### src/verilog/ext_decode_pkg.sv
package ext_decode_pkg;

  // ************************************************************
  // Opcode fields
  // ************************************************************
  localparam logic [8:0] OP_MOVE_FIRST = 9'h1d7;
  localparam logic [3:0] OP_MOVE_SECOND = 4'hf;
  localparam logic [7:0] OP_PUSH = 8'hea;
  localparam logic [7:0] OP_SUB = 8'he9;
  localparam logic [1:0] SEL_RETURN = 2'h3;
  localparam logic [7:0] IDX_LIMIT = 8'h5f;
  localparam int FP_TWO = 2;

  // ************************************************************
  // Reset values and timing
  // ************************************************************
  localparam logic [11:0] FSR_RST = 12'h000;
  localparam int CLK_PERIOD_PS = 4000;
  localparam int MOVE_CYCLES = 2;
  localparam int RET_CYCLES = 2;

  // ************************************************************
  // Carriers
  // ************************************************************
  typedef enum logic [1:0] {ST_IDLE, ST_MOVE_CAP, ST_MOVE_DST, ST_RET_NOP} step_e;

  typedef struct packed {
    logic valid;
    logic [15:0] word;
  } instr_s;

  typedef struct packed {
    logic valid;
    logic access_sel;
    logic [3:0] bank;
    logic [7:0] file_addr;
  } operand_s;

  typedef struct packed {
    logic valid;
    logic indexed;
    logic [11:0] addr;
  } resolve_s;

  typedef struct packed {
    logic valid;
    logic [1:0] sel;
    logic [11:0] value;
  } fsr_load_s;

  typedef struct packed {
    logic rd_en;
    logic [11:0] rd_addr;
    logic wr_en;
    logic [11:0] wr_addr;
    logic [7:0] wr_data;
  } mem_s;

  typedef struct packed {
    step_e st;
    logic [2:0][11:0] file_select_pointer;
    logic [2:0] ext_sync;
    logic ext_on;
    mem_s mem;
    logic pc_load;
    logic [20:0] pc_val;
    logic [7:0] data;
    logic src_ind;
    logic busy;
    logic move_nop;
    resolve_s res;
  } core_s;

  localparam core_s CORE_RST = '0;

endpackage : ext_decode_pkg

### src/verilog/indexed_stack_instruction_ext.sv
`timescale 1ns/1ps
module indexed_stack_instruction_ext #(
  parameter logic [2:0][11:0] IND_BASES = {12'hfdb, 12'hfe3, 12'hfeb},
  parameter int IND_SPAN = 5,
  parameter logic [3:0][11:0] PROT_ADDRS = {12'hff9, 12'hfff, 12'hffe, 12'hffd},
  parameter logic [3:0] ACC_HI_BANK = 4'hf
) (
  input wire logic mclk_in,
  input wire logic sys_rst_in,
  input wire logic ext_set_enable_in,
  input wire ext_decode_pkg::instr_s instr_in,
  input wire ext_decode_pkg::operand_s operand_in,
  input wire ext_decode_pkg::fsr_load_s fsr_load_in,
  input wire logic [7:0] mem_rd_data_in,
  input wire logic [20:0] ret_top_in,
  output ext_decode_pkg::mem_s mem_out,
  output ext_decode_pkg::resolve_s resolved_out,
  output logic [2:0][11:0] fsr_out,
  output logic pc_load_out,
  output logic [20:0] pc_value_out,
  output logic busy_out,
  output logic move_drop_out,
  output logic ext_active_out
);

  // ************************************************************
  // Parameter checks
  // ************************************************************
  if (IND_SPAN < 1 || IND_SPAN > 16) begin : g_bad_span
    $error("IND_SPAN out of range");
  end

  // ************************************************************
  // Address classes
  // ************************************************************
  function automatic logic is_ind(input logic [11:0] a);
    logic hit;
    hit = 1'b0;
    for (int i = 0; i < 3; i++) begin
      if (a >= IND_BASES[i] && a < IND_BASES[i] + 12'(IND_SPAN)) begin
        hit = 1'b1;
      end
    end
    return hit;
  endfunction : is_ind

  function automatic logic is_prot(input logic [11:0] a);
    logic hit;
    hit = 1'b0;
    for (int i = 0; i < 4; i++) begin
      if (a == PROT_ADDRS[i]) begin
        hit = 1'b1;
      end
    end
    return hit;
  endfunction : is_prot

  // ************************************************************
  // State
  // ************************************************************
  ext_decode_pkg::core_s q;
  ext_decode_pkg::core_s d;
  logic [15:0] w;
  logic [11:0] fp2;
  logic [11:0] src;
  logic [11:0] dst;
  logic [7:0] mv_val;
  logic [1:0] sel;

  assign w = instr_in.word;
  assign fp2 = q.file_select_pointer[ext_decode_pkg::FP_TWO];
  assign src = fp2 + {5'h00, w[6:0]};
  assign dst = fp2 + {5'h00, w[6:0]};
  assign sel = w[7:6];
  assign mv_val = (q.st == ext_decode_pkg::ST_MOVE_CAP) ?
                  (q.src_ind ? 8'h00 : mem_rd_data_in) : q.data;

  always_comb begin
    d = q;
    // ext_on follows only once the third stage agrees with the second
    d.ext_sync = {q.ext_sync[1:0], ext_set_enable_in};
    if (q.ext_sync[2] == q.ext_sync[1]) begin
      d.ext_on = q.ext_sync[2];
    end
    d.mem.rd_en = 1'b0;
    d.mem.wr_en = 1'b0;
    d.pc_load = 1'b0;
    d.busy = 1'b0;
    d.move_nop = 1'b0;
    d.res.valid = 1'b0;
    if (fsr_load_in.valid && fsr_load_in.sel != ext_decode_pkg::SEL_RETURN) begin
      d.file_select_pointer[fsr_load_in.sel] = fsr_load_in.value;
    end
    // Operand mapping for all byte and bit forms
    if (operand_in.valid) begin
      d.res.valid = 1'b1;
      d.res.indexed = 1'b0;
      if (operand_in.access_sel) begin
        d.res.addr = {operand_in.bank, operand_in.file_addr};
      end else if (q.ext_on && operand_in.file_addr <= ext_decode_pkg::IDX_LIMIT) begin
        d.res.indexed = 1'b1;
        d.res.addr = fp2 + {4'h0, operand_in.file_addr};
      end else if (operand_in.file_addr <= ext_decode_pkg::IDX_LIMIT) begin
        d.res.addr = {4'h0, operand_in.file_addr};
      end else begin
        d.res.addr = {ACC_HI_BANK, operand_in.file_addr};
      end
    end
    case (q.st)
      ext_decode_pkg::ST_IDLE: begin
        // New opcodes exist only with the extension on
        if (instr_in.valid && q.ext_on) begin
          if (w[15:7] == ext_decode_pkg::OP_MOVE_FIRST) begin
            d.mem.rd_en = 1'b1;
            d.mem.rd_addr = src;
            d.src_ind = is_ind(src);
            d.st = ext_decode_pkg::ST_MOVE_CAP;
          end else if (w[15:8] == ext_decode_pkg::OP_PUSH) begin
            d.mem.wr_en = 1'b1;
            d.mem.wr_addr = fp2;
            d.mem.wr_data = w[7:0];
            d.file_select_pointer[ext_decode_pkg::FP_TWO] = fp2 - 12'h001;
          end else if (w[15:8] == ext_decode_pkg::OP_SUB) begin
            if (sel == ext_decode_pkg::SEL_RETURN) begin
              d.file_select_pointer[ext_decode_pkg::FP_TWO] = fp2 - {6'h00, w[5:0]};
              d.pc_load = 1'b1;
              d.pc_val = ret_top_in;
              d.busy = 1'b1;
              d.st = ext_decode_pkg::ST_RET_NOP;
            end else begin
              d.file_select_pointer[sel] = q.file_select_pointer[sel] - {6'h00, w[5:0]};
            end
          end
        end
      end
      ext_decode_pkg::ST_MOVE_CAP, ext_decode_pkg::ST_MOVE_DST: begin
        // Hold the source byte in case the second word is late
        d.data = mv_val;
        d.st = ext_decode_pkg::ST_MOVE_DST;
        if (instr_in.valid && w[15:12] == ext_decode_pkg::OP_MOVE_SECOND) begin
          if (is_ind(dst) || is_prot(dst)) begin
            d.move_nop = 1'b1;
          end else begin
            d.mem.wr_en = 1'b1;
            d.mem.wr_addr = dst;
            d.mem.wr_data = mv_val;
          end
          d.st = ext_decode_pkg::ST_IDLE;
        end
      end
      ext_decode_pkg::ST_RET_NOP: begin
        // Fetched word is discarded while the target is fetched
        d.st = ext_decode_pkg::ST_IDLE;
      end
      default: begin
        d.st = ext_decode_pkg::ST_IDLE;
      end
    endcase
  end

  always_ff @(posedge mclk_in) begin
    if (sys_rst_in) begin
      q <= ext_decode_pkg::CORE_RST;
    end else begin
      q <= d;
    end
  end

  // ************************************************************
  // Outputs
  // ************************************************************
  assign mem_out = q.mem;
  assign resolved_out = q.res;
  assign fsr_out = q.file_select_pointer;
  assign pc_load_out = q.pc_load;
  assign pc_value_out = q.pc_val;
  assign busy_out = q.busy;
  assign move_drop_out = q.move_nop;
  assign ext_active_out = q.ext_on;

  logic idle_go;
  logic no_load;
  assign idle_go = instr_in.valid && q.ext_on && q.st == ext_decode_pkg::ST_IDLE;
  assign no_load = !fsr_load_in.valid;
endmodule : indexed_stack_instruction_ext
### config.mk
export PLATFORM = sky130hd
export DESIGN_NAME = indexed_stack_instruction_ext
export DESIGN_NICKNAME = d
export VERILOG_FILES = /design/src/verilog/ext_decode_pkg.sv /design/src/verilog/indexed_stack_instruction_ext.sv
export SDC_FILE = /design/constraint.sdc
export NUM_CORES = 1
export LEC_CHECK = 0
export ABC_AREA = 1
export BUFFER_PORTS_ARGS = -buffer_cell sky130_fd_sc_hd__buf_2
export CAP_MARGIN = 20
export CORE_MARGIN = 4
export CORE_UTILIZATION = 25
export CTS_BUF_LIST = sky130_fd_sc_hd__clkbuf_8
export CTS_CLUSTER_SIZE = 24
export DETAILED_ROUTE_END_ITERATION = 6
export PLACE_DENSITY = 0.47
export REMOVE_ABC_BUFFERS = 1
export SETUP_SLACK_MARGIN = 0.1
export SLEW_MARGIN = 20
export SYNTH_ARGS = -nofsm -noshare
export SYNTH_HDL_FRONTEND = slang
export SYNTH_SLANG_ARGS = --single-unit
export TNS_END_PERCENT = 10
### constraint.sdc
create_clock -name mclk_in -period 5.2 [get_ports mclk_in]
set_input_delay 1.04 -clock mclk_in [delete_from_list [all_inputs] [get_ports mclk_in]]
set_output_delay 1.04 -clock mclk_in [all_outputs]
set_load 0.1 [all_outputs]
=== Word-level counts from Yosys, hierarchy flattened ===
Cells that the tools add are included.

* Register bits after elaboration: 123
* Input port bits: 78
* Output and inout port bits: 109
* Word-level logic and storage cells: 138

* $add $sub $neg: 5
* Magnitude comparators: 11
* Equality and inequality tests: 22
* Muxes and demuxes: 53
* Bitwise logic cells: 7
* Reductions and logical operators: 20

{| class="wikitable"
|+ Operator list
! cell !! number
|-
| $mux 36 || 3
|-
| $mux 12 || 8
|-
| $mux 43 || 2
|-
| $mux 38 || 2
|-
| $bwmux 36 || 2
|-
| $mux 22 || 3
|-
| $mux 21 || 3
|-
| $demux 12 s2 || 2
|-
| $eq 12x12->1 const B || 4
|-
| $mux 24 || 2
|-
| $pmux 21 s2 || 1
|-
| $ge 12x12->1 const B || 3
|-
| $lt 12x12->1 const B || 3
|-
| $bmux 12 s2 || 1
|-
| $sub 12x6->12 || 2
|-
| $eq 8x8->1 const B || 2
|-
| $mux 8 || 2
|-
| $mux 1 || 15
|-
| $mux 14 || 1
|-
| $mux 13 || 1
|-
| $add 12x7->12 || 1
|-
| $add 12x8->12 || 1
|-
| $ne 2x2->1 const B || 6
|-
| $reduce_and 6->1 || 2
|-
| other kinds (22) || 46
|}

=== Longest topological paths before layout ===
Gate-level depths: netlist (run 1).

* Word-level depth: 13
* Gate-level depth with buffers: 21
* Gate-level depth less buffers: 19

=== Least setup slack after synthesis (run 1) ===
No wires, ideal clock.

* Path kind: input port to flip-flop
* Start: input instr_in[7] (netlist bit)
* End: register q (netlist bit fp2[10])
* Arrival time: 3.538 ns
* Path slack: 1.592 ns
* Cell stages on the path: 21
* Path through: buf_4 -> inv_4 -> nor2_1 -> inv_1 -> clkbuf_1 -> nor2_1 -> a221oi_1 -> ha_1 -> fa_1 -> inv_1 -> nand3_1 -> nand2_1 -> a21oi_1 -> nor2_1 -> nand3b_1 -> nor2_1 -> xor2_1 -> nand2_1 -> nand2_1 -> nand2_1 -> a21oi_1

* Longest elaborated chain between the ends: 11
* Elaborated cells on any way between the ends: 17
* Classes of those cells: 1 x add/sub; 2 x order compare; 2 x eq/ne; 11 x mux; 1 x reduce/logical

{| class="wikitable"
|+ Ends and longest elaborated chain
! what !! line !! RTL
|-
| start, declared || indexed_stack_instruction_ext.sv:11 || <nowiki>input wire ext_decode_pkg::instr_s instr_in,</nowiki>
|-
| branches (longest 8 deep; another with $sub 12x6->12) || n/a ||
|-
| $mux 36 * || indexed_stack_instruction_ext.sv:113 || <nowiki>if (w[15:7] == ext_decode_pkg::OP_MOVE_FIRST) begin</nowiki>
|-
| $mux 38 * || indexed_stack_instruction_ext.sv:112 || <nowiki>if (instr_in.valid && q.ext_on) begin</nowiki>
|-
| $mux 36 * || indexed_stack_instruction_ext.sv:109 || <nowiki>case (q.st)</nowiki>
|-
| end signal, assigned || indexed_stack_instruction_ext.sv:163 || <nowiki>q <= ext_decode_pkg::CORE_RST;</nowiki>
|-
| end, declared || indexed_stack_instruction_ext.sv:61 || <nowiki>ext_decode_pkg::core_s q;</nowiki>
|}

Mark *: on every way between the ends. The select of a mux whose other input is x is not followed.
A chain may end at the register's enable or synchronous reset.

=== Final worst setup path (run 1) ===
* Start: input instr_in[7] (netlist bit)
* End: register q (netlist bit fp2[9])

Same word-level chain as after synthesis.

==> flow_summary.json, run 1 <==
{
  "ctsHoldBuffers": 0,
  "crit_fanout": 16,
  "end_kind": "flip-flop",
  "post-route-period-util_pct": 74.2,
  "rsz0062_at_grt": "false",
  "core_area_sq_mm": 0.0345,
  "syn_area_sq_mm": 0.00877,
  "area_growth_pct": 9.91,
  "first_pass_iters": 5,
  "synth_top_cell_by_area": "dfxtp_1",
  "preCtsSetupSlack_ns": 0.927,
  "final_common_cell": "nand2_1",
  "drt-vias-per-instance": 4.74,
  "max_slew_margin_pct": 37.9,
  "synth_top_family_by_area": "simple AND/OR/NAND/NOR gates",
  "cts_tree": "yes",
  "grt_pass1_vias": 8219,
  "grt_pass1_wl_microns": 48500,
  "synth-simple-area-share_pct": 25.1,
  "cts_root_buf": "clkbuf_8",
  "crit_arrival_ns": 4.24,
  "synthArstFlopShare_pct": 0,
  "switching_share_pct": 36.0,
  "min_from": "d[83]$_SDFF_PP0_",
  "grt_antenna_before_repair": 1,
  "post-dp-hpwl_microns": 24400,
  "worst_slack_ns": 1.34,
  "antenna_left": 0,
  "ys.flop_type": "dfxtp_1",
  "die_w_microns": 195,
  "power.density_mw_per_mm2": 242,
  "synth_top_area_share_pct": 27.8,
  "cts-resized-gates": 0,
  "synth_fa_ha_area_share_pct": 5.48,
  "portBuffers": 186,
  "final_cell_mix": "nand2_1 (261), buf_2 (186), inv_1 (136), o21ai_0 (124), dfxtp_1 (122)",
  "synth-compound-area-share_pct": 20.5,
  "p_sw_mw": 0.841,
  "yosys.cell_types.count": 52,
  "synth-xor-area-share_pct": 1.90,
  "drv_cap": 0,
  "worstPathRequired_ns": 5.58,
  "synth-seq-area-share_pct": 27.8,
  "grt_usage_pct": 16.1,
  "regToRegStartpoint": "q[121]$_SDFFE_PP0P_",
  "yosys-top-cells-area": "dfxtp_1 (28%), nand2_1 (11%), buf_4 (9.4%)",
  "grt_use_met3_pct": 3.61,
  "drt_iter0_drc": 508,
  "grt_start_max_net_pins": 63,
  "pin_count": 187,
  "row_count": 68,
  "synth_mux_area_share_pct": 0.342,
  "diodes": 0,
  "initial_utilization_pct": 25.4,
  "gr-usage-met1_pct": 22.1,
  "cp-startpoint": "instr_in[7]",
  "synthCells": 1300,
  "cts_buffers": 17,
  "clkTransAtPathRegs_ns": 0.08,
  "p_seq_share_pct": 41.9,
  "path_class": "in2reg",
  "fin_crit_ns": 3.86,
  "drt_wl_total_microns": 31700,
  "ir_drop_mv": 0.141,
  "htreeDepth": 4,
  "finalNetCount": 1467,
  "synth_seq_cells": 122,
  "grt_overflow_total": 0,
  "clockBufferDepth": 2,
  "worstHoldEndpoint": "d[84]$_SDFF_PP0_",
  "met2_usage_pct": 25.7,
  "vias": 8637,
  "hold_path_class": "reg2reg",
  "fillers": 3984,
  "die_area_sq_mm": 0.0382,
  "synth-edff-count": 0,
  "regToRegSetupSlack_ns": 1.83,
  "drv_slew": 0,
  "startpoint_type": "input pin",
  "power_frac_comb_pct": 22.3,
  "fin_worst_skew_ns": 0.0140,
  "synth_warnings": 0,
  "clock.fmax_mhz": 259,
  "die_y_microns": 195,
  "p_leak_nw": 4.69,
  "cts.sinks": 122,
  "internal_power_mw": 1.50,
  "setup_violations": 0,
  "clock_power_share_pct": 35.8,
  "r2r-end": "mem_out[9]$_SDFFE_PP0P_",
  "syn_area_per_cell_sq_um": 6.75,
  "gp_congestion": 0.917,
  "status": "finished clean",
  "holdPathStages": 2,
  "postCtsSetupBuffers": 0,
  "clock_latency_ns": 0.46,
  "tightest_slew_ns": 0.928,
  "routedWlPerCell_microns": 17.4,
  "setup_tns_ns": 0,
  "rr_worst_depth": 8,
  "hold_viol": 0,
  "drc_errors": 0,
  "layout-drive-gt1-share_pct": 21.4,
  "busiest_layer": "met2"
}
-- logic make-up (layout without fill, tap and decap cells) --
group,count (synthesis),in the layout
mux,3,3
fa+ha+maj,36,36
flops,122,122
simple gates,501,501
xor+xnor,19,19
compound gates,309,309
buf+inv,310,376
-- per-layer routing --
metal  wire, microns  share of wire [%]
met1           15200                 48
met2           14300                 45
met3            1670                5.3
met4             626                2.0
met5               7              0.022
-- worst max path at each step --
stage | slack [ns] | endpoint | cells past startpoint
floorplan | 1.79 | fp2[10]$_SDFF_PP0_ | 16
global placement | 0.97 | fp2[9]$_SDFF_PP0_ | 16
detailed placement | 0.93 | fp2[9]$_SDFF_PP0_ | 16
CTS | 1.44 | fp2[9]$_SDFF_PP0_ | 16
global route | 1.11 | fp2[10]$_SDFF_PP0_ | 17
finish | 1.34 | fp2[9]$_SDFF_PP0_ | 16
-- synthesized netlist by cell type (all sizes together) (4+ instances only) --
master	count
a211oi	21
a21oi	114
a22oi	6
a31oi	7
buf	132
clkbuf	32
dfxtp	122
fa	4
ha	32
inv	145
nand2	279
nand3	57
nand4	22
nor2	105
nor3	30
o211ai	15
o21a	5
o21ai	126
xor2	19
-- worst max-delay path: stages --
cell      delay, ns
buf_2          0.20
inv_4          0.09
nor2_1         0.30
inv_1          0.36
o211ai_1       0.37
ha_1           0.35
a21oi_1        0.17
o21ai_0        0.17
a21o_1         0.21
nand2_1        0.14
nand3_2        0.11
xor2_1         0.31
nand2_1        0.12
nand3_1        0.11
nand2_1        0.05
a21oi_1        0.15
-- cell type report --
class	instances	area (sq um)	share of cell area [%]
clock buffers	20	275	2.85
clock inverters	12	100	1.04
inverters	146	556	5.76
multi-input cells	868	4680	48.5
flip-flops and latches	122	2440	25.3
well taps	455	569	5.90
repair buffers	198	1020	10.6
-- sequential cells by signal, indices dropped and copies added (netlist names) --
| signal | cells |
|---|---|
| fsr_out | 24 |
| resolved_out | 14 |
| ext_active_out | 1 |
| move_drop_out | 1 |
| q | 12 |
| mem_out | 34 |
| pc_value_out | 21 |
| fp2 | 12 |
| d | 2 |
| pc_load_out | 1 |
-- power by group through the flow --
stage / registers, mW / clock network [mW] / logic (mW)
6_report: 0.979 / 0.836 / 0.521
5_1_grt: 0.981 / 0.902 / 0.570
4_1_cts: 0.979 / 0.873 / 0.522
3_5_place_dp: 1.00 / 0 / 0.519
3_3_place_gp: 1.00 / 0 / 0.519
2_1_floorplan: 1.12 / 0 / 0.230
-- stage by stage --
stage / instance area (sq um) / instances / hold WS [ns] / power (mW) / util [%]
5_1_grt: 9640 / 1821 / 0.421 / 2.45 / 27.9
3_3_place_gp: 9270 / 1789 / 0.391 / 1.52 / 26.8
2_1_floorplan: 7680 / 1136 / 0.388 / 1.35 / -
6_report: 9640 / 1821 / 0.405 / 2.34 / 27.9
3_5_place_dp: 9270 / 1789 / 0.394 / 1.52 / 26.8
4_1_cts: 9640 / 1821 / 0.406 / 2.37 / 27.9
Note: power is estimated with default switching activity, not from simulation.
==> run 2, diff against run 1 <==
PLACE_DENSITY = 0.48   (was 0.47)
clock period = 3.2 ns   (was 5.2 ns; I/O delays follow)
==> run 2 against run 1 <==
  * Total power up 73%
  * Final area is 5.4% higher
  * Core utilization grew 1.5 points
  * Clock skew up 0.0072 ns
  * Largest power group unchanged
  * Sequential cell count stayed put
==> flow_summary.json, run 2 (synthesis results as in run 1) <==
{
  "status": "finished clean",
  "post-dp-hpwl_microns": 24900,
  "post-route-period-util_pct": 90.4,
  "setup_violations": 0,
  "area_growth_pct": 15.9,
  "fin_area_sq_mm": 0.0102,
  "ctsHoldBuffers": 0,
  "slowest_delay_ns": 0.58,
  "cts_buffers": 17,
  "startpoint_type": "flip-flop",
  "initial_utilization_pct": 25.4,
  "cts-resized-gates": 0,
  "grt_usage_pct": 16.3,
  "grt_start_max_net_pins": 63,
  "drt_wl_total_microns": 31800,
  "tightest_slew_ns": 0.847,
  "critPathBufInv": 1,
  "ir_drop_mv": 0.214,
  "slowest_stage": "dfxtp_1",
  "final_cell_mix": "nand2_1 (261), buf_2 (186), inv_1 (136), o21ai_0 (124), dfxtp_1 (122)",
  "crit_chain": "ha_1 -> nor2_4 -> nand3_1 -> nand3_1 -> nand2_1 -> nand2_1 -> nand2_1 -> nand2_1 -> inv_1 -> nand2_2 -> nand2_2 -> nand3_4 -> nand2_4 -> nor2_2 -> nand2_1 -> a21oi_1",
  "drv_slew": 0,
  "antenna_left": 0,
  "end_kind": "flip-flop",
  "drc_errors": 0,
  "cpLargestDelayFamily": "simple AND/OR/NAND/NOR gates",
  "fillers": 3932,
  "die_y_microns": 195,
  "drv_cap": 0,
  "power_mw": 4.04,
  "htreeDepth": 4,
  "p_leak_nw": 5.01,
  "drt_iter0_drc": 534,
  "core_area_sq_mm": 0.0345,
  "drt-vias-per-instance": 4.64,
  "row_count": 68,
  "clock.fmax_mhz": 346,
  "grt_overflow_total": 0,
  "clock_latency_ns": 0.47,
  "grt_pass1_wl_microns": 49100,
  "power.density_mw_per_mm2": 398,
  "die_area_sq_mm": 0.0382,
  "first_pass_iters": 5,
  "clkTransAtPathRegs_ns": 0.09,
  "routedWlPerCell_microns": 16.9,
  "crit_top_cell": "nand2_1",
  "pin_count": 187,
  "finalNetCount": 1529,
  "fin_crit_ns": 2.89,
  "placed_area_sq_mm": 0.00974,
  "gp_congestion": 0.900,
  "hold_viol": 0,
  "path_class": "reg2reg",
  "portBuffers": 186,
  "cts_tree": "yes",
  "rsz0062_at_grt": "true",
  "cts_root_buf": "clkbuf_8",
  "fin_worst_skew_ns": 0.0212,
  "grt_pass1_vias": 8478,
  "final_common_cell": "nand2_1",
  "crit_arrival_ns": 3.27,
  "cts.sinks": 122,
  "ff_latch_area_sq_mm": 0.00244,
  "multi_input_area_sq_mm": 0.00469,
  "vias": 8742,
  "grt_antenna_before_repair": 3,
  "layout-drive-gt1-share_pct": 24.9,
  "die_w_microns": 195,
  "max_slew_margin_pct": 43.5,
  "postCtsSetupBuffers": 0,
  "largest_register_ffs": 34,
  "clockBufferDepth": 2,
  "hold_path_class": "in2reg",
  "worstPathRequired_ns": 3.57,
  "crit_fanout": 10
}
run 2: changes by cell type in the layout (fill, tap and decap cells not counted):
cell       delta
nor2_2        +1
buf_4        +60
clkinv_2      -3
diode_2       +1
clkbuf_8      -2
bufinv_16     +2
inv_6         +3
buf_12        +1
run 2: worst paths after layout:
check | to | cells after the start | slack, ns | startpoint
setup / recovery | mem_out[17]$_SDFFE_PP0P_ | 16 | 0.31 | fp2[4]$_SDFF_PP0_
hold / removal | d[83]$_SDFF_PP0_ | 3 | 0.40 | ext_set_enable_in
setup reg to reg | mem_out[17]$_SDFFE_PP0P_ | 16 | 0.31 | fp2[4]$_SDFF_PP0_
hold reg to reg | d[84]$_SDFF_PP0_ | 2 | 0.40 | d[83]$_SDFF_PP0_
run 2: layout make-up:
type,count,area share (%)
diodes,1,0.0246
clock buffers,18,2.44
clock inverters,14,1.69
inverters,146,5.46
multi-input cells,869,46.1
flip-flops and latches,122,24.0
well taps,455,5.60
repair buffers,259,14.7
run 2: worst min-delay path: stages:
cell,delay [ns]
buf_2,0.08
inv_1,0.03
nor2_1,0.06
run 2: power breakdown:
part,internal [mW],leakage (nW),switching (mW),total (mW)
Sequential,1.55,0.989,0.0306,1.58
Combinational,0.269,3.82,0.658,0.927
Clock,0.794,0.200,0.742,1.54
run 2: per-stage QoR:
step                      setup TNS, ns  hold slack [ns]  setup WS [ns]  utilization [%]  instances
after floorplan                  -0.373            0.388        -0.0266                -       1136
after global placement                0            0.391         0.0502             28.2       1850
after detailed placement              0            0.399         0.0585             28.2       1850
after CTS                             0            0.361          0.328             29.4       1882
after global routing                  0            0.363         0.0886             29.4       1883
final                                 0            0.397          0.308             29.4       1884
run 2: layer usage:
| metal | vias up | track usage [%] | share of wire, % |
|---|---|---|---|
| met5 | - | 0 | 0.11 |
| met3 | 33 | 4.07 | 6.9 |
| met4 | 4 | 3.49 | 1.5 |
| met2 | 292 | 26.3 | 46 |
| met1 | 4007 | 22.0 | 46 |
| li1 | 4406 | - | - |
==> run 3, diff against run 2 <==
CELL_PAD_IN_SITES_DETAIL_PLACEMENT = 0   (was default)
CELL_PAD_IN_SITES_GLOBAL_PLACEMENT = 2   (was default)
CTS_BUF_LIST = default   (was sky130_fd_sc_hd__clkbuf_8)
PLACE_DENSITY = 0.76   (was 0.48)
==> run 3 against run 2 <==
  * First-iteration DRC count shrank 13%
  * Core utilization grew 0.45 points
  * Non-clock buffer count down 10
  * Clock power is 44% higher
  * Worst setup slack better by 0.098 ns
  * Sequential cell count unchanged
  * Cell count decreased by 0.53%
  * Global-route usage up 0.43 points
  * Combinational power shrank 2%
  * Final area increased by 1.5%
  * Via count decreased by 1.5%
  * Clock-buffer cell count increased by 1
  * Highest routed layer unchanged
==> flow_summary.json, run 3 (synthesis results as in run 1) <==
{
  "status": "finished clean",
  "die_w_microns": 195,
  "finalNetCount": 1518,
  "grt_start_max_net_pins": 63,
  "worstPathRequired_ns": 3.56,
  "layout-drive-gt1-share_pct": 24.3,
  "largest_register_ffs": 34,
  "p_leak_nw": 5.07,
  "drc_errors": 0,
  "ff_latch_area_sq_mm": 0.00244,
  "grt_usage_pct": 16.7,
  "post-dp-hpwl_microns": 25200,
  "ctsHoldBuffers": 0,
  "drv_slew": 0,
  "path_class": "in2reg",
  "placed_area_sq_mm": 0.00965,
  "gp_congestion": 0.880,
  "preCtsSetupSlack_ns": -0.00223,
  "final_common_cell": "nand2_1",
  "fin_area_sq_mm": 0.0103,
  "routedWlPerCell_microns": 17.2,
  "drt_wl_total_microns": 32200,
  "drt-vias-per-instance": 4.60,
  "max_slew_margin_pct": 44.3,
  "hold_path_class": "reg2reg",
  "final_cells": 1874,
  "post-route-period-util_pct": 87.3,
  "multi_input_area_sq_mm": 0.00468,
  "power.density_mw_per_mm2": 456,
  "clock.fmax_mhz": 358,
  "regToRegSetupSlack_ns": 0.46,
  "clkTransAtPathRegs_ns": 0.06,
  "cts_root_buf": "clkbuf_16",
  "antenna_left": 0,
  "power_mw": 4.71,
  "grt_pass1_vias": 8573,
  "portBuffers": 186,
  "initial_utilization_pct": 25.4,
  "tightest_slew_ns": 0.836,
  "htreeDepth": 4,
  "grt_overflow_total": 0,
  "cts-resized-gates": 0,
  "drv_cap": 0,
  "area_growth_pct": 17.7,
  "cts.sinks": 122,
  "worst_slack_ns": 0.406,
  "postCtsSetupBuffers": 0,
  "startpoint_type": "input pin",
  "clock_latency_ns": 0.44,
  "final_cell_mix": "nand2_1 (261), buf_2 (186), inv_1 (134), o21ai_0 (124), dfxtp_1 (122)",
  "crit_fanout": 6,
  "fillers": 3939,
  "clockBufferDepth": 2,
  "ir_drop_mv": 0.368,
  "finish.utilization_pct": 29.9,
  "end_kind": "flip-flop",
  "vias": 8612,
  "pin_count": 187,
  "rsz0062_at_grt": "false",
  "fin_worst_skew_ns": 0.0178,
  "grt_antenna_before_repair": 5,
  "first_pass_iters": 5,
  "fin_crit_ns": 2.79,
  "drt_iter0_drc": 463,
  "crit_arrival_ns": 3.16,
  "grt_pass1_wl_microns": 50200,
  "cts_buffers": 17,
  "cts_tree": "yes",
  "hold_viol": 0,
  "die_area_sq_mm": 0.0382,
  "row_count": 68,
  "setup_tns_ns": 0,
  "core_area_sq_mm": 0.0345,
  "die_y_microns": 195,
  "fin_worst_hold_slack_ns": 0.405,
  "place_inst": 1840,
  "setup_violations": 0
}
-- run 3: cell count changes in the layout (fill, tap and decap cells not counted), sizes merged --
cell and delta:
buf -10, diode +1, nor2 -1, bufinv +2, inv -3, clkbuf +1, clkinvlp -3, clkinv +3
-- run 3: layer usage --
layer  share of wire [%]  wire [microns]  global-route usage (%)
met2                  45           14600                    26.8
met4                 1.9             626                    4.19
met5                0.14              45                       0
met3                 5.0            1620                    3.90
met1                  48           15300                    22.7
-- run 3: critical path: stages --
cell	delay, ns
buf_2	0.15
inv_4	0.06
nand2_1	0.07
inv_1	0.12
a221oi_1	0.29
ha_1	0.25
fa_1	0.22
inv_1	0.05
nand3_1	0.06
nand2_1	0.08
a21oi_1	0.19
nor2_1	0.07
nand3b_1	0.19
nor2_1	0.13
xor2_1	0.27
nand2_1	0.09
nand2_1	0.07
nand2_1	0.04
a21oi_1	0.11
-- run 3: worst paths after layout --
path | start | endpoint | cells past startpoint
max reg2reg | fp2[0]$_SDFF_PP0_ | fp2[10]$_SDFF_PP0_ | 17
max | instr_in[7] | fp2[10]$_SDFF_PP0_ | 19
min reg2reg | d[83]$_SDFF_PP0_ | d[84]$_SDFF_PP0_ | 2
min | d[83]$_SDFF_PP0_ | d[84]$_SDFF_PP0_ | 2
-- run 3: area by class of cell --
class                      instances  share of cell area (%)
multi-input combinational        868                    45.3
clock buffer                      19                    4.39
tap                              455                    5.51
inverter                         146                    5.38
antenna                            2                  0.0485
clock inverter                    13                    2.07
sequential                       122                    23.7
timing repair buffer             249                    13.6
-- run 3: report_power, final --
| part | switching, mW | internal (mW) |
|---|---|---|
| registers | 0.0257 | 1.55 |
| logic | 0.659 | 0.254 |
| clock network | 0.793 | 1.43 |
